--- src/rtl/cbk_pkg.sv ---
// Function
// - mode bit0 data/program, bit1 mixed mode
// - mode bit2 enables digital loop-back
// - mode bit3 enables serial loop-back
// - mode bits 6..4 cascade device count
// - clocking bits 1..0 rate code
// - clocking bits 3..2 serial clock divider
// - clocking bits 6..4 master clock divider
// - clocking bit7 enables control echo
// - power bit0 global power-up
// - power bits 3,4,5 converter/reference power
// - power bit6 enables reference output pin
// - gain bits 2..0 input, 6..4 output
// - gain bit3 holds modulator in reset
// - advance bits 4..0 load advance value
// - advance bit5 bypasses output interpolator
// - analog bit5 selects single-ended input
// - analog bit6 inverts input signal
// - analog bit7 enables analog loop-back
// - writes only in program or mixed mode
// - every serial transfer is 16 bits
// - control word field layout fixed
// - nonzero device address decremented, passed on
// - reset clears all registers to zero
// - soft reset bit acts like pin, 4 cycles
package cbk_pkg;

  // ----------------------------------------------------------------
  // control word layout
  // ----------------------------------------------------------------
  localparam int WORD_W    = 16;
  localparam int CTL_BIT   = 15;
  localparam int RW_BIT    = 14;
  localparam int DEV_MSB   = 13;
  localparam int DEV_LSB   = 11;
  localparam int RADDR_MSB = 10;
  localparam int RADDR_LSB = 8;
  localparam int DATA_MSB  = 7;

  // ----------------------------------------------------------------
  // register indices
  // ----------------------------------------------------------------
  localparam int       NUM_REGS     = 6;
  localparam logic [2:0] REG_MODE   = 3'h0;
  localparam logic [2:0] REG_CLOCK  = 3'h1;
  localparam logic [2:0] REG_POWER  = 3'h2;
  localparam logic [2:0] REG_GAIN   = 3'h3;
  localparam logic [2:0] REG_ADV    = 3'h4;
  localparam logic [2:0] REG_ANALOG = 3'h5;
  localparam logic [7:0] REG_RESET  = 8'h00;

  // ----------------------------------------------------------------
  // field positions
  // ----------------------------------------------------------------
  localparam int MODE_SEL_BIT   = 0;
  localparam int MIXED_BIT      = 1;
  localparam int DIGLOOP_BIT    = 2;
  localparam int SERLOOP_BIT    = 3;
  localparam int CASCADE_LSB    = 4;
  localparam int CASCADE_MSB    = 6;
  localparam int SOFT_RESET_BIT = 7;
  localparam int RATE_LSB       = 0;
  localparam int RATE_MSB       = 1;
  localparam int SCD_LSB        = 2;
  localparam int SCD_MSB        = 3;
  localparam int MCD_LSB        = 4;
  localparam int MCD_MSB        = 6;
  localparam int ECHO_BIT       = 7;
  localparam int PWR_ALL_BIT    = 0;
  localparam int PWR_IN_BIT     = 3;
  localparam int PWR_OUT_BIT    = 4;
  localparam int PWR_REF_BIT    = 5;
  localparam int REF_PIN_BIT    = 6;
  localparam int IGAIN_LSB      = 0;
  localparam int IGAIN_MSB      = 2;
  localparam int MODRST_BIT     = 3;
  localparam int OGAIN_LSB      = 4;
  localparam int OGAIN_MSB      = 6;
  localparam int MUTE_BIT       = 7;
  localparam int ADV_LSB        = 0;
  localparam int ADV_MSB        = 4;
  localparam int BYPASS_BIT     = 5;
  localparam int SINGLE_BIT     = 5;
  localparam int INVERT_BIT     = 6;
  localparam int ANALOOP_BIT    = 7;

  // ----------------------------------------------------------------
  // storable bits per register (reserved and self-clearing read zero)
  // ----------------------------------------------------------------
  localparam logic [7:0] MASK_MODE   = 8'h7F;
  localparam logic [7:0] MASK_CLOCK  = 8'hFF;
  localparam logic [7:0] MASK_POWER  = 8'h79;
  localparam logic [7:0] MASK_GAIN   = 8'hFF;
  localparam logic [7:0] MASK_ADV    = 8'h3F;
  localparam logic [7:0] MASK_ANALOG = 8'hE0;

  // ----------------------------------------------------------------
  // timing counts
  // ----------------------------------------------------------------
  localparam logic [2:0] RESET_CYCLES   = 3'h4;
  localparam logic [7:0] SCLK_HALF_MIN  = 8'h04;
  localparam logic [4:0] BIT_LAST       = 5'h0F;

endpackage : cbk_pkg

--- src/rtl/cbk_sclk_gen.sv ---
`timescale 1ns/100ps
module cbk_sclk_gen (
  // clock and reset
  input  wire logic       mclk,
  input  wire logic       rst_n,
  // divider select
  input  wire logic [1:0] div_code,
  // serial clock and edge strobes
  output logic            sclk,
  output logic            sclk_rise,
  output logic            sclk_fall
);

  logic [7:0] cnt;
  logic [7:0] next_cnt;
  logic       next_sclk;
  logic [7:0] half;

  // ----------------------------------------------------------------
  // half period: code 3 fastest; never below the synchroniser margin
  // ----------------------------------------------------------------
  always_comb begin
    half      = 8'(cbk_pkg::SCLK_HALF_MIN << (2'h3 - div_code));
    next_cnt  = cnt + 8'h01;
    next_sclk = sclk;
    if (cnt >= half - 8'h01) begin
      next_cnt  = 8'h00;
      next_sclk = ~sclk;
    end
  end

  // strobes mark the mclk cycle just before sclk toggles
  assign sclk_rise = (next_sclk == 1'b1) && (sclk == 1'b0);
  assign sclk_fall = (next_sclk == 1'b0) && (sclk == 1'b1);

  always_ff @(posedge mclk) begin
    if (!rst_n) begin
      cnt  <= 8'h00;
      sclk <= 1'b0;
    end else begin
      cnt  <= next_cnt;
      sclk <= next_sclk;
    end
  end

endmodule // cbk_sclk_gen

--- src/rtl/cbk_serial_tx.sv ---
`timescale 1ns/100ps
module cbk_serial_tx (
  // clock and reset
  input  wire logic        mclk,
  input  wire logic        rst_n,
  // serial clock edges
  input  wire logic        sclk_fall,
  // word to send
  input  wire logic        load,
  input  wire logic [15:0] word,
  output logic             busy,
  // serial pins
  output logic             sdo,
  output logic             frame_sync
);

  typedef enum logic [1:0] {TX_IDLE, TX_SYNC, TX_SHIFT} cbk_tx_state_type;

  cbk_tx_state_type state, next_state;
  logic [15:0] shreg, next_shreg;
  logic [4:0]  cnt, next_cnt;
  logic        pend, next_pend;
  logic        next_sdo, next_fs;

  assign busy = pend || (state != TX_IDLE);

  // ----------------------------------------------------------------
  // frame sync one bit ahead, then 16 bits msb first on falling edges
  // ----------------------------------------------------------------
  always_comb begin
    next_state = state;
    next_shreg = shreg;
    next_cnt   = cnt;
    next_pend  = pend;
    next_sdo   = sdo;
    next_fs    = frame_sync;
    if (load && !busy) begin
      next_shreg = word;
      next_pend  = 1'b1;
    end
    if (sclk_fall) begin
      case (state)
        TX_IDLE: begin
          next_sdo = 1'b0;
          if (pend) begin
            next_fs    = 1'b1;
            next_pend  = 1'b0;
            next_state = TX_SYNC;
          end
        end
        TX_SYNC: begin
          next_fs    = 1'b0;
          next_sdo   = shreg[15];
          next_shreg = {shreg[14:0], 1'b0};
          next_cnt   = 5'h00;
          next_state = TX_SHIFT;
        end
        default: begin
          if (cnt == cbk_pkg::BIT_LAST) begin
            next_sdo   = 1'b0;
            next_state = TX_IDLE;
          end else begin
            next_sdo   = shreg[15];
            next_shreg = {shreg[14:0], 1'b0};
            next_cnt   = cnt + 5'h01;
          end
        end
      endcase
    end
  end

  always_ff @(posedge mclk) begin
    if (!rst_n) begin
      state      <= TX_IDLE;
      shreg      <= 16'h0000;
      cnt        <= 5'h00;
      pend       <= 1'b0;
      sdo        <= 1'b0;
      frame_sync <= 1'b0;
    end else begin
      state      <= next_state;
      shreg      <= next_shreg;
      cnt        <= next_cnt;
      pend       <= next_pend;
      sdo        <= next_sdo;
      frame_sync <= next_fs;
    end
  end

endmodule // cbk_serial_tx

--- src/rtl/cbk_control_regs.sv ---
`timescale 1ns/100ps
module cbk_control_regs (
  // clock and reset
  input  wire logic       mclk,
  input  wire logic       rst_n,
  // serial port
  output logic            sclk,
  input  wire logic       sdi,
  input  wire logic       input_frame_sync,
  output logic            sdo,
  output logic            output_frame_sync,
  // mode controls
  output logic            mode_select_bit,
  output logic            mixed_mode_enable,
  output logic            digital_loopback_enable,
  output logic            serial_loopback_enable,
  output logic [2:0]      cascade_count,
  output logic            reset_busy,
  // clocking controls
  output logic [1:0]      rate_code,
  output logic [1:0]      serial_clock_div,
  output logic [2:0]      master_div,
  output logic            control_echo_enable,
  // power controls
  output logic            global_power_up,
  output logic            input_converter_on,
  output logic            output_converter_on,
  output logic            reference_on,
  output logic            reference_output_enable,
  // gain and mute
  output logic [2:0]      input_gain,
  output logic            modulator_reset,
  output logic [2:0]      output_gain,
  output logic            output_mute,
  // output converter options
  output logic [4:0]      advance,
  output logic            interpolator_bypass,
  // analog options
  output logic            single_ended_enable,
  output logic            input_invert,
  output logic            analog_loopback_enable
);

  typedef enum logic {RX_IDLE, RX_SHIFT} cbk_rx_state_type;

  // ----------------------------------------------------------------
  // storage mask per register index
  // ----------------------------------------------------------------
  function automatic logic [7:0] cbk_mask(input logic [2:0] idx);
    logic [7:0] m;
    m = 8'h00;
    if (idx == cbk_pkg::REG_MODE) begin
      m = cbk_pkg::MASK_MODE;
    end else if (idx == cbk_pkg::REG_CLOCK) begin
      m = cbk_pkg::MASK_CLOCK;
    end else if (idx == cbk_pkg::REG_POWER) begin
      m = cbk_pkg::MASK_POWER;
    end else if (idx == cbk_pkg::REG_GAIN) begin
      m = cbk_pkg::MASK_GAIN;
    end else if (idx == cbk_pkg::REG_ADV) begin
      m = cbk_pkg::MASK_ADV;
    end else if (idx == cbk_pkg::REG_ANALOG) begin
      m = cbk_pkg::MASK_ANALOG;
    end
    return m;
  endfunction

  logic [7:0]  regs      [cbk_pkg::NUM_REGS];
  logic [7:0]  next_regs [cbk_pkg::NUM_REGS];
  logic [2:0]  rst_cnt, next_rst_cnt;
  logic        sdi_meta, sdi_sync, fs_meta, fs_sync;
  logic        sclk_rise, sclk_fall;
  cbk_rx_state_type rx_state, next_rx_state;
  logic [15:0] rx_shreg, next_rx_shreg;
  logic [4:0]  rx_cnt, next_rx_cnt;
  logic        rx_valid, next_rx_valid;
  logic        tx_load;
  logic [15:0] tx_word;
  logic        soft_trig;
  logic        in_reset;
  logic        ctl_word, write_ok;
  logic [2:0]  dev_addr, reg_addr;
  logic [7:0]  wdata;

  // ----------------------------------------------------------------
  // serial clock and transmitter
  // ----------------------------------------------------------------
  cbk_sclk_gen i_cbk_sclk_gen (
    .mclk      (mclk),
    .rst_n     (rst_n),
    .div_code  (regs[cbk_pkg::REG_CLOCK][cbk_pkg::SCD_MSB:cbk_pkg::SCD_LSB]),
    .sclk      (sclk),
    .sclk_rise (sclk_rise),
    .sclk_fall (sclk_fall)
  );

  cbk_serial_tx i_cbk_serial_tx (
    .mclk       (mclk),
    .rst_n      (rst_n),
    .sclk_fall  (sclk_fall),
    .load       (tx_load),
    .word       (tx_word),
    .busy       (),
    .sdo        (sdo),
    .frame_sync (output_frame_sync)
  );

  // ----------------------------------------------------------------
  // pin synchronisers
  // ----------------------------------------------------------------
  always_ff @(posedge mclk) begin
    if (!rst_n) begin
      sdi_meta <= 1'b0;
      sdi_sync <= 1'b0;
      fs_meta  <= 1'b0;
      fs_sync  <= 1'b0;
    end else begin
      sdi_meta <= sdi;
      sdi_sync <= sdi_meta;
      fs_meta  <= input_frame_sync;
      fs_sync  <= fs_meta;
    end
  end

  // ----------------------------------------------------------------
  // receiver: frame sync one bit early, back-to-back frames allowed
  // ----------------------------------------------------------------
  always_comb begin
    next_rx_state = rx_state;
    next_rx_shreg = rx_shreg;
    next_rx_cnt   = rx_cnt;
    next_rx_valid = 1'b0;
    if (sclk_rise) begin
      case (rx_state)
        RX_IDLE: begin
          if (fs_sync) begin
            next_rx_state = RX_SHIFT;
            next_rx_cnt   = 5'h00;
          end
        end
        default: begin
          next_rx_shreg = {rx_shreg[14:0], sdi_sync};
          next_rx_cnt   = rx_cnt + 5'h01;
          if (rx_cnt == cbk_pkg::BIT_LAST) begin
            next_rx_valid = 1'b1;
            next_rx_cnt   = 5'h00;
            if (!fs_sync) begin
              next_rx_state = RX_IDLE;
            end
          end
        end
      endcase
    end
  end

  always_ff @(posedge mclk) begin
    if (!rst_n) begin
      rx_state <= RX_IDLE;
      rx_shreg <= 16'h0000;
      rx_cnt   <= 5'h00;
      rx_valid <= 1'b0;
    end else begin
      rx_state <= next_rx_state;
      rx_shreg <= next_rx_shreg;
      rx_cnt   <= next_rx_cnt;
      rx_valid <= next_rx_valid;
    end
  end

  // ----------------------------------------------------------------
  // word decode
  // ----------------------------------------------------------------
  // field split
  assign dev_addr = rx_shreg[cbk_pkg::DEV_MSB:cbk_pkg::DEV_LSB];
  assign reg_addr = rx_shreg[cbk_pkg::RADDR_MSB:cbk_pkg::RADDR_LSB];
  assign wdata    = rx_shreg[cbk_pkg::DATA_MSB:0];
  assign in_reset = (rst_cnt != 3'h0);

  // control words exist only in program and mixed modes
  assign ctl_word = rx_valid && !in_reset && rx_shreg[cbk_pkg::CTL_BIT]
                    && (!mode_select_bit || mixed_mode_enable);
  // diagnostic and plain data modes lock the registers unless mixed mode is set
  assign write_ok = mixed_mode_enable
                    || (!mode_select_bit && !digital_loopback_enable
                        && !serial_loopback_enable);

  // ----------------------------------------------------------------
  // register writes, reads and forwarding
  // ----------------------------------------------------------------
  always_comb begin
    for (int i = 0; i < cbk_pkg::NUM_REGS; i++) begin
      next_regs[i] = regs[i];
    end
    soft_trig = 1'b0;
    tx_load   = 1'b0;
    tx_word   = rx_shreg;
    if (ctl_word) begin
      if (dev_addr != 3'h0) begin
        tx_load = 1'b1;
        tx_word = {rx_shreg[15:14], 3'(dev_addr - 3'h1), rx_shreg[10:0]};
      end else if (rx_shreg[cbk_pkg::RW_BIT]) begin
        // readback returns the word with the register contents
        if (reg_addr < 3'(cbk_pkg::NUM_REGS)) begin
          tx_load = 1'b1;
          tx_word = {rx_shreg[15:8], regs[reg_addr]};
        end
      end else if (write_ok && reg_addr < 3'(cbk_pkg::NUM_REGS)) begin
        // reserved bits dropped; host keeps them zero anyway
        next_regs[reg_addr] = wdata & cbk_mask(reg_addr);
        tx_load = control_echo_enable;
        if (reg_addr == cbk_pkg::REG_MODE && wdata[cbk_pkg::SOFT_RESET_BIT]) begin
          soft_trig = 1'b1;
        end
      end
    end else if (rx_valid && !in_reset && serial_loopback_enable) begin
      // serial loop-back returns the word unchanged
      tx_load = 1'b1;
    end
    if (soft_trig || in_reset) begin
      for (int i = 0; i < cbk_pkg::NUM_REGS; i++) begin
        next_regs[i] = cbk_pkg::REG_RESET;
      end
    end
  end

  // four-cycle reset window after pin or soft reset
  always_comb begin
    next_rst_cnt = rst_cnt;
    if (soft_trig) begin
      next_rst_cnt = cbk_pkg::RESET_CYCLES;
    end else if (in_reset) begin
      next_rst_cnt = rst_cnt - 3'h1;
    end
  end

  always_ff @(posedge mclk) begin
    if (!rst_n) begin
      for (int i = 0; i < cbk_pkg::NUM_REGS; i++) begin
        regs[i] <= cbk_pkg::REG_RESET;
      end
      rst_cnt <= cbk_pkg::RESET_CYCLES;
    end else begin
      for (int i = 0; i < cbk_pkg::NUM_REGS; i++) begin
        regs[i] <= next_regs[i];
      end
      rst_cnt <= next_rst_cnt;
    end
  end

  // ----------------------------------------------------------------
  // field outputs
  // ----------------------------------------------------------------
  assign reset_busy              = in_reset;
  assign mode_select_bit         = regs[cbk_pkg::REG_MODE][cbk_pkg::MODE_SEL_BIT];
  assign mixed_mode_enable       = regs[cbk_pkg::REG_MODE][cbk_pkg::MIXED_BIT];
  assign digital_loopback_enable = regs[cbk_pkg::REG_MODE][cbk_pkg::DIGLOOP_BIT];
  assign serial_loopback_enable  = regs[cbk_pkg::REG_MODE][cbk_pkg::SERLOOP_BIT];
  assign cascade_count = regs[cbk_pkg::REG_MODE][cbk_pkg::CASCADE_MSB:cbk_pkg::CASCADE_LSB];
  assign rate_code     = regs[cbk_pkg::REG_CLOCK][cbk_pkg::RATE_MSB:cbk_pkg::RATE_LSB];
  // serial clock divider code, also steers sclk
  assign serial_clock_div = regs[cbk_pkg::REG_CLOCK][cbk_pkg::SCD_MSB:cbk_pkg::SCD_LSB];
  assign master_div    = regs[cbk_pkg::REG_CLOCK][cbk_pkg::MCD_MSB:cbk_pkg::MCD_LSB];
  assign control_echo_enable = regs[cbk_pkg::REG_CLOCK][cbk_pkg::ECHO_BIT];
  // global power-up overrides the converter and reference power enables, not the reference pin enable
  assign global_power_up     = regs[cbk_pkg::REG_POWER][cbk_pkg::PWR_ALL_BIT];
  assign input_converter_on  = global_power_up || regs[cbk_pkg::REG_POWER][cbk_pkg::PWR_IN_BIT];
  assign output_converter_on = global_power_up || regs[cbk_pkg::REG_POWER][cbk_pkg::PWR_OUT_BIT];
  assign reference_on        = global_power_up || regs[cbk_pkg::REG_POWER][cbk_pkg::PWR_REF_BIT];
  assign reference_output_enable = regs[cbk_pkg::REG_POWER][cbk_pkg::REF_PIN_BIT];
  assign input_gain    = regs[cbk_pkg::REG_GAIN][cbk_pkg::IGAIN_MSB:cbk_pkg::IGAIN_LSB];
  assign output_gain   = regs[cbk_pkg::REG_GAIN][cbk_pkg::OGAIN_MSB:cbk_pkg::OGAIN_LSB];
  assign modulator_reset = regs[cbk_pkg::REG_GAIN][cbk_pkg::MODRST_BIT];
  assign output_mute   = regs[cbk_pkg::REG_GAIN][cbk_pkg::MUTE_BIT];
  assign advance       = regs[cbk_pkg::REG_ADV][cbk_pkg::ADV_MSB:cbk_pkg::ADV_LSB];
  assign interpolator_bypass = regs[cbk_pkg::REG_ADV][cbk_pkg::BYPASS_BIT];
  assign single_ended_enable = regs[cbk_pkg::REG_ANALOG][cbk_pkg::SINGLE_BIT];
  assign input_invert        = regs[cbk_pkg::REG_ANALOG][cbk_pkg::INVERT_BIT];
  assign analog_loopback_enable = regs[cbk_pkg::REG_ANALOG][cbk_pkg::ANALOOP_BIT];

endmodule // cbk_control_regs

--- config.mk ---
export PLATFORM = sky130hd
export DESIGN_NAME = cbk_control_regs
export DESIGN_NICKNAME = d
export VERILOG_FILES = /design/src/rtl/cbk_pkg.sv /design/src/rtl/cbk_sclk_gen.sv /design/src/rtl/cbk_serial_tx.sv /design/src/rtl/cbk_control_regs.sv
export SDC_FILE = /design/constraint.sdc
export NUM_CORES = 1
export LEC_CHECK = 0
export BUFFER_PORTS_ARGS = -buffer_cell sky130_fd_sc_hd__clkbuf_2
export CORE_ASPECT_RATIO = 0.7
export CORE_MARGIN = 2
export CORE_UTILIZATION = 45
export CTS_CLUSTER_SIZE = 24
export DETAILED_ROUTE_END_ITERATION = 16
export PLACE_DENSITY = 0.71
export SKIP_CTS_REPAIR_TIMING = 1
export SYNTH_ARGS = -nofsm -noshare
export SYNTH_HDL_FRONTEND = slang
export SYNTH_SLANG_ARGS = --single-unit
--- constraint.sdc ---
create_clock -name mclk -period 7.75 [get_ports mclk]
set_input_delay 0.3875 -clock mclk [delete_from_list [all_inputs] [get_ports mclk]]
set_output_delay 0.3875 -clock mclk [all_outputs]
set_load 0.03 [all_outputs]
# After elaboration in Yosys (flattened, before gate mapping)
# Memory sizes are Yosys's and may differ from the RTL's. A register that Yosys moved wholly into a read port is not among the register bits.
# Index checks and enable logic that the tools add are counted.
[word_totals] reg_bits=65 mem_bits_rw=48 input_bits=4 out_inout_bits=41 word_cells=160 n_memories=1
[memory_table] name="regs" words=6 word_bits=8 rd=7 rd_ports_with_merged_regs=1 write_ports=6 line_no="cbk_control_regs.sv:68" text="logic [7:0] regs [cbk_pkg::NUM_REGS];"
[op_classes] add_sub_neg=7 magnitude_cmp=4 eq_ne=10 shift=1 n_mux=68 bitwise_logic=12 n_reduce_logical=40
[ops] operator="two-way mux 48 bit" count=5
[ops] operator="two-way mux 8 bit" count=18
[ops] operator="bitwise mux 48 bit" count=1
[ops] operator="two-way mux 16 bit" count=3
[ops] operator="two-way mux 15 bit" count=3
[ops] operator="case mux 16 bit (2 select lines)" count=1
[ops] operator="demux 8 bit (select 3 bit)" count=1
[ops] operator="two-way mux 1 bit" count=24
[ops] operator="two-way mux 5 bit" count=4
[ops] operator="logical AND 1 bit" count=12
[ops] operator="AND reduction 3 bit" count=4
[ops] operator="adder 5 x 1 -> 5 bit (second input constant)" count=2
[ops] operator="equality test 5 x 4 -> 1 bit (second input constant)" count=2
[ops] operator="case mux 5 bit (2 select lines)" count=1
[ops] operator="nonzero test 3 bit" count=3
[ops] operator="adder 8 x 1 -> 8 bit (second input constant)" count=1
[ops] operator="bitwise AND 8 bit" count=1
[ops] operator="greater-or-equal comparator 8 bit" count=1
[ops] operator="left shift 3 x 2 -> 8 bit (first input constant)" count=1
[ops] operator="subtractor 8 x 1 -> 8 bit (second input constant)" count=1
[ops] operator="logical OR 1 bit" count=7
[ops] operator="equality test 3 x 2 -> 1 bit (second input constant)" count=2
[ops] operator="equality test 3 bit (second input constant)" count=2
[ops] operator="two-way mux 3 bit" count=2
[ops] operator="21 further kinds" count=40

# Logic depth before layout (Yosys ltp)
# Gate-level depths: netlist of run 1.
[logic_depth] word_depth=19 ltp_mapped=12 ltp_nobuf=11

# Modules after synthesis
# From an unflattened synthesis of run 1, not the netlist that was laid out.
[hier_totals] hier_cells=642 area_unflattened_um2=5761.8
[modules_own_cells] mod="cbk_control_regs" instances=1 cells_per_inst=448 area_each_um2=3933.8 seq_area_each_um2=1621.6
[modules_own_cells] mod="cbk_serial_tx" instances=1 cells_per_inst=146 area_each_um2=1327.5 seq_area_each_um2=520.5
[modules_own_cells] mod="cbk_sclk_gen" instances=1 cells_per_inst=48 area_each_um2=500.5 seq_area_each_um2=180.2

# Worst setup path before layout of run 1
# Ideal clock, no wire load.
[synth_path] kind="reg2reg" start="memory regs[1][2]" end="register rx_shreg[15]" setup_ps=70 arrival_ps=2648 t_required_ps=7680 setup_slack_ps=5032 path_stages_with_launch=11 n_path_buf=2 period_less_slack_ps=2718 path_cell_list="dfxtp_1 or2_2 ha_1 inv_1 o311ai_0 ha_1 and2_1 clkbuf_1 clkbuf_1 nand2_1 a21oi_1"
[synth_rtl] item="from (decl)" line_no="cbk_control_regs.sv:68"
[synth_rtl] item="to (signal assigned)" line_no="cbk_control_regs.sv:164" text="rx_shreg <= next_rx_shreg;"
[synth_rtl] item="to (decl)" line_no="cbk_control_regs.sv:74" text="logic [15:0] rx_shreg, next_rx_shreg;"

==> key figures, run 1 <==
Final layout
  • ANT cells: 0
  • Design Area, Final: around 6200 um2
  • Share of cells above drive strength 1: around a fifth
  • Fillers: ~1000
  • Area Growth Syn to Fin: 14.9%
  • Post-layout nets: ~620

STA
  • Fin crit share: between 40% and 50%
  • Max Slew Vio Count: 0
  • Worst relative slew slack: around a quarter
  • Minimum clock period: 3.44 ns
  • RSZ-0062 raised after global routing: no
  • Final setup viols: 0
  • Worst Tran Pin Value: 1.10 ns
  • Endpoints failing hold: 0
  • Final setup margin: 4.31 ns
  • Max Freq: 291 MHz
  • Setup TNS: 0 ns
  • Clk_skew: 0.00982 ns

Drt
  • DR top layer: met4
  • Met2 wire length: around 6000 um
  • Vias per Instance: between 5 and 6
  • Wl on met1: 6460 um
  • Met3 routed WL: roughly 740 um
  • DRT antenna net count: 0
  • Initial DRC count: 460
  • # DRC: 0
  • Wirelength per Cell: about 17 um
  • TritonRoute pass-1 iters: 5
  • Via count: approximately 4400
  • Routed wire length: about 13000 um

Synthesis
  • Compound-Gate Fraction of Synth Area: about 11%
  • Post-synthesis mux area share: between 10% and 20%
  • Combinational family with the most area after synthesis: simple AND/OR/NAND/NOR gates
  • Flop and latch count out of synthesis: 116
  • Synth Area in XOR/XNOR: roughly 1.6%
  • Async S/R FF share, synth: 0%
  • Yosys warning count: 0
  • Top_reg_cell synth: dfxtp_1
  • Post-Synth Adder-Cell Area: under 10%
  • Post-Syn Instances: between 500 and 600
  • Area share of the largest cell type after synthesis: between 40% and 50%
  • Part of the Yosys area used for sequential elements: between 40% and 50%
  • Avg Cell Area, Syn: 9.25 um2
  • Cell variety after synth: 52
  • Area fraction in and, or, nand and nor cells after synthesis: 19.3%
  • Most common library cells after synthesis: dfxtp_1, nor2_1, nand2_1
  • Post-synth EDFFs: 0
  • Dominant cell type by area after synthesis: dfxtp_1
  • Synth Cell Area: 5390 um2
  • Most common cell in the netlist: dfxtp_1
  • Synth area leaders: dfxtp_1, mux2i_1, mux2_2

Critical path
  • Crit end category: flop
  • Worst EP required: 7.99 ns
  • Setup crit start kind: flop
  • Crit path max fanout: 35
  • WS Path Type: reg -> reg
  • Critical Path Max Stage Delay: 0.81 ns
  • CP cell instances: or2_2, ha_1, inv_1, o311ai_0, ha_1, nand3_1, o21ai_0, a31oi_1
  • Critical Path AT: around 3.7 ns
  • Max stage delay cell, worst path: nand3_1
  • Worst reg2reg setup slack: about 4.3 ns
  • Worst path most repeated cell: ha_1

Floorplan
  • DIE WIDTH: ~130 um
  • Cell Rows: 33
  • I/O pins: 45
  • Core area: 11700 um2
  • Die height: approximately 96 um
  • Starting density of the core: a little under half
  • Full die area: 12900 um2

GRT
  • First-pass GRT wire length: 21600 um
  • Vias in the first global route: around 4200
  • Global-route usage over all layers: a little over a fifth
  • Initial antenna violation count: 0
  • Largest net degree at the start of global routing: 42
  • GR Overflow Total: 0

Job
  • Max Cap Viol: 0

Hold path
  • Worst Hold Class: in -> reg

Outcome
  • Status: finished, final reports clean

Clock tree
  • Inserted Clock Buffers: 17
  • Worst-skew pair later-pin latency: ~0.42 ns
  • Clk buf depth: 2
  • CTS H-Tree Depth: 4
  • Root Buffer: clkbuf_16
  • CTS tree: yes
  • # clock sinks: around 120
  • Clock transition at the registers of the reported paths: approximately 0.060 ns

Power and ir drop
  • Total Power: between 1 and 1.5 mW
  • Peak supply drop: roughly 0.17 mV
  • P_leak: ~2.3 nW
  • PwrDens: 233 nW/um2

Placed design
  • Dpl ws: between 4 and 5 ns
  • DP Area: between 5000 and 6000 um2
  • HPWL after DPL: between 9000 and 10000 um
  • Buffers on Ports: 44
  • Routability cong.: around 0.84
-- path summary, 6_finish.rpt --
path | cells after the start | to | start
min | 2 | fs_meta$_SDFF_PN0_ | input_frame_sync
min reg2reg | 1 | fs_sync$_SDFF_PN0_ | fs_meta$_SDFF_PN0_
max reg2reg | 8 | i_cbk_serial_tx.shreg[8]$_SDFF_PN0_ | regs[1][2]$_SDFFE_PP0P_
max | 8 | i_cbk_serial_tx.shreg[8]$_SDFF_PN0_ | regs[1][2]$_SDFFE_PP0P_
-- cell usage in the layout (no fill, tap or decap), drive strengths merged, types with 2 or more instances in the layout --
cell        n
or3         3
a22oi       4
nor2       66
dfxtp     116
nand4       4
nand2      49
ha         16
o211ai      3
nor2b       2
xor2        7
and3       13
a311oi      2
nor4        5
buf         3
mux4        8
clkbuf     62
o21ai      35
a21oi      29
nand3      28
xnor2       3
clkinv      8
nor3b       4
and2       13
inv        12
o2111ai     4
a21boi      3
conb        3
a31oi      15
or2         7
mux2       25
bufinv      2
nor3        4
clkinvlp    4
nand2b      3
mux2i      39
-- through the flow --
step / utilization (%) / instances / hold slack [ns]
CTS: 53.0 / 773 / 0.168
floorplan: - / 585 / 0.412
global placement: 48.1 / 742 / 0.415
global route: 53.0 / 773 / 0.179
finish: 53.0 / 773 / 0.176
detailed placement: 48.1 / 742 / 0.423
-- sequential cells by signal, indices dropped and copies added (netlist names), named ones only --
| name | cells |
|---|---|
| i_cbk_serial_tx.state | 2 |
| regs | 48 |
| i_cbk_serial_tx.shreg | 16 |
| i_cbk_serial_tx.sdo | 1 |
| sdi_meta | 1 |
| rx_shreg | 16 |
| i_cbk_sclk_gen.sclk | 1 |
| rx_state | 1 |
| fs_sync | 1 |
| rx_valid | 1 |
| rx_cnt | 5 |
| rst_cnt | 3 |
| sdi_sync | 1 |
| i_cbk_serial_tx.frame_sync | 1 |
| fs_meta | 1 |
| i_cbk_serial_tx.pend | 1 |
| i_cbk_serial_tx.cnt | 5 |
| i_cbk_sclk_gen.cnt | 8 |
-- per-layer routing --
layer / vias to the layer above / track usage [%]
met3: 26 / 5.64
met5: - / 0
met2: 135 / 33.3
met4: 0 / 9.04
met1: 2127 / 29.6
li1: 2087 / -
-- cells by family after synthesis --
kind of cell	after synthesis
simple gates	207
fa+ha+maj	16
xor+xnor	10
buf+inv	60
flops	116
mux	72
other cells	1
compound gates	101
-- worst max-delay path: cells and delay by family, from the launching register on --
family | cells | cell delay [ns]
AND/OR/NAND/NOR | 2 | 1.11
AO/OA/AOI/OAI | 3 | 1.09
adder cells (fa/ha/maj) | 2 | 0.69
buffers and inverters | 1 | 0.03
flip-flops | 1 | 0.34
-- final cells by class --
type                            instances  area [um2]  share of cell area [%]
Clock buffer                           18         439                    7.09
Timing Repair Buffer                   47         243                    3.92
Tap cell                              157         196                    3.17
Sequential cell                       116        2320                    37.5
Inverter                               13        48.8                   0.787
Multi-Input combinational cell        409        2810                    45.4
Clock inverter                         13         136                    2.20
-- where the power goes --
group          internal, mW  switching (mW)  total, mW  leakage, nW
Clock                 0.477           0.283      0.760        0.274
Sequential            0.606         0.00670      0.613        0.936
Combinational        0.0242          0.0481     0.0723         1.14
No activity file was read; power rests on OpenSTA's default activity.
==> inputs of run 2 (changes only) <==
clock period = 3.3 ns   (was 7.75 ns; I/O delays follow)
==> key figures, run 2 (synthesis gave the netlist of run 1 again) <==
Hold path
  • Hold Path Stages: 2 (unchanged)
  • Worst Hold Class: in -> reg (unchanged)
  • Worst hold endpoint: rst_cnt[2]$_SDFFE_PP1P_ (was fs_meta$_SDFF_PN0_)
  • Hold path startpoint: rst_n (was input_frame_sync)

STA
  • Fin crit share: 81.0% (was 44.4%)
  • Worst relative slew slack: 44.5% (was 26.4%)
  • Endpoints failing hold: 0 (unchanged)
  • Minimum clock period: 2.67 ns (was 3.44 ns)
  • Worst Tran Pin Value: 0.833 ns (was 1.10 ns)
  • Max Slew Vio Count: 0 (unchanged)
  • Setup TNS: 0 ns (unchanged)
  • Max Freq: 374 MHz (was 291 MHz)
  • Final setup viols: 0 (unchanged)
  • Clk_skew: 0.00875 ns (was 0.00982 ns)
  • RSZ-0062 raised after global routing: no (unchanged)

Floorplan
  • Cell Rows: 33 (unchanged)
  • Die height: 95.6 um (unchanged)
  • Starting density of the core: 46.2% (unchanged)
  • I/O pins: 45 (unchanged)
  • Core area: 11700 um2 (unchanged)
  • Full die area: 12900 um2 (unchanged)
  • DIE WIDTH: 135 um (unchanged)

GRT
  • Vias in the first global route: 4170 (was 4208)
  • Global-route usage over all layers: 21.5% (was 21.9%)
  • Largest net degree at the start of global routing: 42 (unchanged)
  • First-pass GRT wire length: 21500 um (was 21600 um)
  • GR Overflow Total: 0 (unchanged)
  • Initial antenna violation count: 0 (unchanged)

Placed design
  • HPWL after DPL: 8860 um (was 9220 um)
  • Routability cong.: 0.852 (was 0.837)
  • Buffers on Ports: 44 (unchanged)
  • DP Area: 5690 um2 (was 5620 um2)

Final layout
  • Largest Register: regs (unchanged)
  • Post-layout nets: 635 (was 624)
  • Sequential cell area: 2320 um2 (unchanged)
  • ANT cells: 0 (unchanged)
  • Max FFs per register: 48 (unchanged)
  • Fin util: 53.9% (was 53.0%)
  • Fillers: 1030 (was 1025)
  • Area occupied by multi-input gates: 2810 um2 (unchanged)
  • Largest regs: regs x48, i_cbk_serial_tx.shreg x16, rx_shreg x16 (unchanged)
  • Share of cells above drive strength 1: 21.7% (was 20.6%)
  • Design Area, Final: 6300 um2 (was 6200 um2)
  • Area Growth Syn to Fin: 16.9% (was 14.9%)
  • Commonest cells after routing, fill and taps aside: dfxtp_1, nor2_1, nand2_1 (unchanged)
  • Commonest non-fill, non-tap cell in the layout: dfxtp_1 (unchanged)

Critical path
  • Critical Path AT: 2.93 ns (was 3.68 ns)
  • Worst Reg-to-Reg Cells: 7 (was 8)
  • Critical R2R Launch: rst_cnt[0]$_SDFFE_PP0P_ (was regs[1][2]$_SDFFE_PP0P_)
  • Crit path from: rst_cnt[0]$_SDFFE_PP0P_ (was regs[1][2]$_SDFFE_PP0P_)
  • Crit path max fanout: 41 (was 35)
  • Worst EP required: 3.56 ns (was 7.99 ns)
  • Critical Path Max Stage Delay: 0.77 ns (was 0.81 ns)
  • CP cell instances: inv_1, ha_1, and4b_2, o2111ai_4, nor3_1, a31o_2, nor2_1 (was or2_2, ha_1, inv_1, o311ai_0, ha_1, nand3_1, o21ai_0, a31oi_1)
  • Max stage delay cell, worst path: a31o_2 (was nand3_1)
  • WS Path Type: reg -> reg (unchanged)
  • Worst reg2reg setup slack: 0.63 ns (was 4.31 ns)
  • Worst R2R End: regs[1][3]$_SDFFE_PP0P_ (was i_cbk_serial_tx.shreg[8]$_SDFF_PN0_)
  • Setup crit start kind: flop (unchanged)
  • Crit end category: flop (unchanged)

Clock tree
  • CTS tree: yes (unchanged)
  • Worst-skew pair later-pin latency: 0.42 ns (about the same)
  • Root Buffer: clkbuf_16 (unchanged)
  • Inserted Clock Buffers: 17 (unchanged)
  • CTS H-Tree Depth: 4 (unchanged)
  • Clock transition at the registers of the reported paths: 0.06 ns (about the same)
  • # clock sinks: 116 (unchanged)
  • Clk buf depth: 2 (unchanged)

Outcome
  • Status: finished, final reports clean (unchanged)

Drt
  • Vias per Instance: 5.57 (was 5.66)
  • TritonRoute pass-1 iters: 5 (unchanged)
  • Initial DRC count: 294 (was 460)
  • Routed wire length: 13100 um (was 13300 um)
  • DRT antenna net count: 0 (unchanged)
  • Wirelength per Cell: 16.6 um (was 17.2 um)
  • # DRC: 0 (unchanged)
  • Via count: 4370 (was 4375)

Job
  • Max Cap Viol: 0 (unchanged)

Power and ir drop
  • P_leak: 2.41 nW (was 2.35 nW)
  • Peak supply drop: 0.416 mV (was 0.167 mV)
  • PwrDens: 549 nW/um2 (was 233 nW/um2)
-- run 2: cell count changes in the layout (fill, tap and decap cells not counted), sizes merged --
cell	previous run	this run
buf	3	12
clkinvlp	4	2
dlygate4sd3	0	2
inv	12	15
clkinv	8	7
clkbuf	62	63
-- run 2: layout make-up --
class / count / area share (%)
clock buffers: 19 / 7.03
well taps: 157 / 3.12
clock inverters: 13 / 2.38
flip-flops and latches: 116 / 36.8
inverters: 13 / 0.774
multi-input cells: 409 / 44.6
repair buffers: 58 / 5.24
-- run 2: worst max-delay path by stage --
stage | endpoint | cells past startpoint
after floorplan | rx_shreg[15]$_SDFFE_PN0P_ | 10
after global placement | rx_cnt[3]$_SDFFE_PN0P_ | 13
after detailed placement | i_cbk_serial_tx.shreg[2]$_SDFF_PN0_ | 11
after CTS | regs[1][3]$_SDFFE_PP0P_ | 7
after global routing | i_cbk_serial_tx.shreg[2]$_SDFF_PN0_ | 11
final | regs[1][3]$_SDFFE_PP0P_ | 7
-- run 2: per-layer routing --
| layer | vias to the layer above | share of wire (%) | track usage [%] |
|---|---|---|---|
| met3 | 17 | 7.8 | 7.76 |
| met1 | 2102 | 47 | 29.1 |
| met4 | 0 | 1.1 | 6.93 |
| met5 | - | 0 | 0 |
| li1 | 2102 | - | - |
| met2 | 149 | 44 | 32.0 |
-- run 2: stage by stage --
step	worst slack [ns]	total power [mW]	hold WS [ns]	cells
floorplan	0.582	1.60	0.292	585
finish	0.627	3.46	0.295	785
global route	0.359	3.57	0.320	785
detailed placement	0.643	1.64	0.374	751
CTS	0.630	3.47	-0.0592	783
global placement	0.707	1.64	0.374	751
-- run 2: critical path: cells and delay by family, from the launching register on --
| kind | cells | cell delay, ns |
|---|---|---|
| simple gates | 3 | 0.85 |
| buf+inv | 1 | 0.09 |
| fa+ha+maj | 1 | 0.22 |
| compound gates | 2 | 1.02 |
| flops | 1 | 0.32 |
-- run 2: where the power goes --
group | internal (mW) | switching, mW | leakage (nW)
logic | 0.0659 | 0.117 | 1.19
clock network | 1.14 | 0.694 | 0.285
registers | 1.42 | 0.0163 | 0.936
total | 2.63 | 0.828 | 2.41
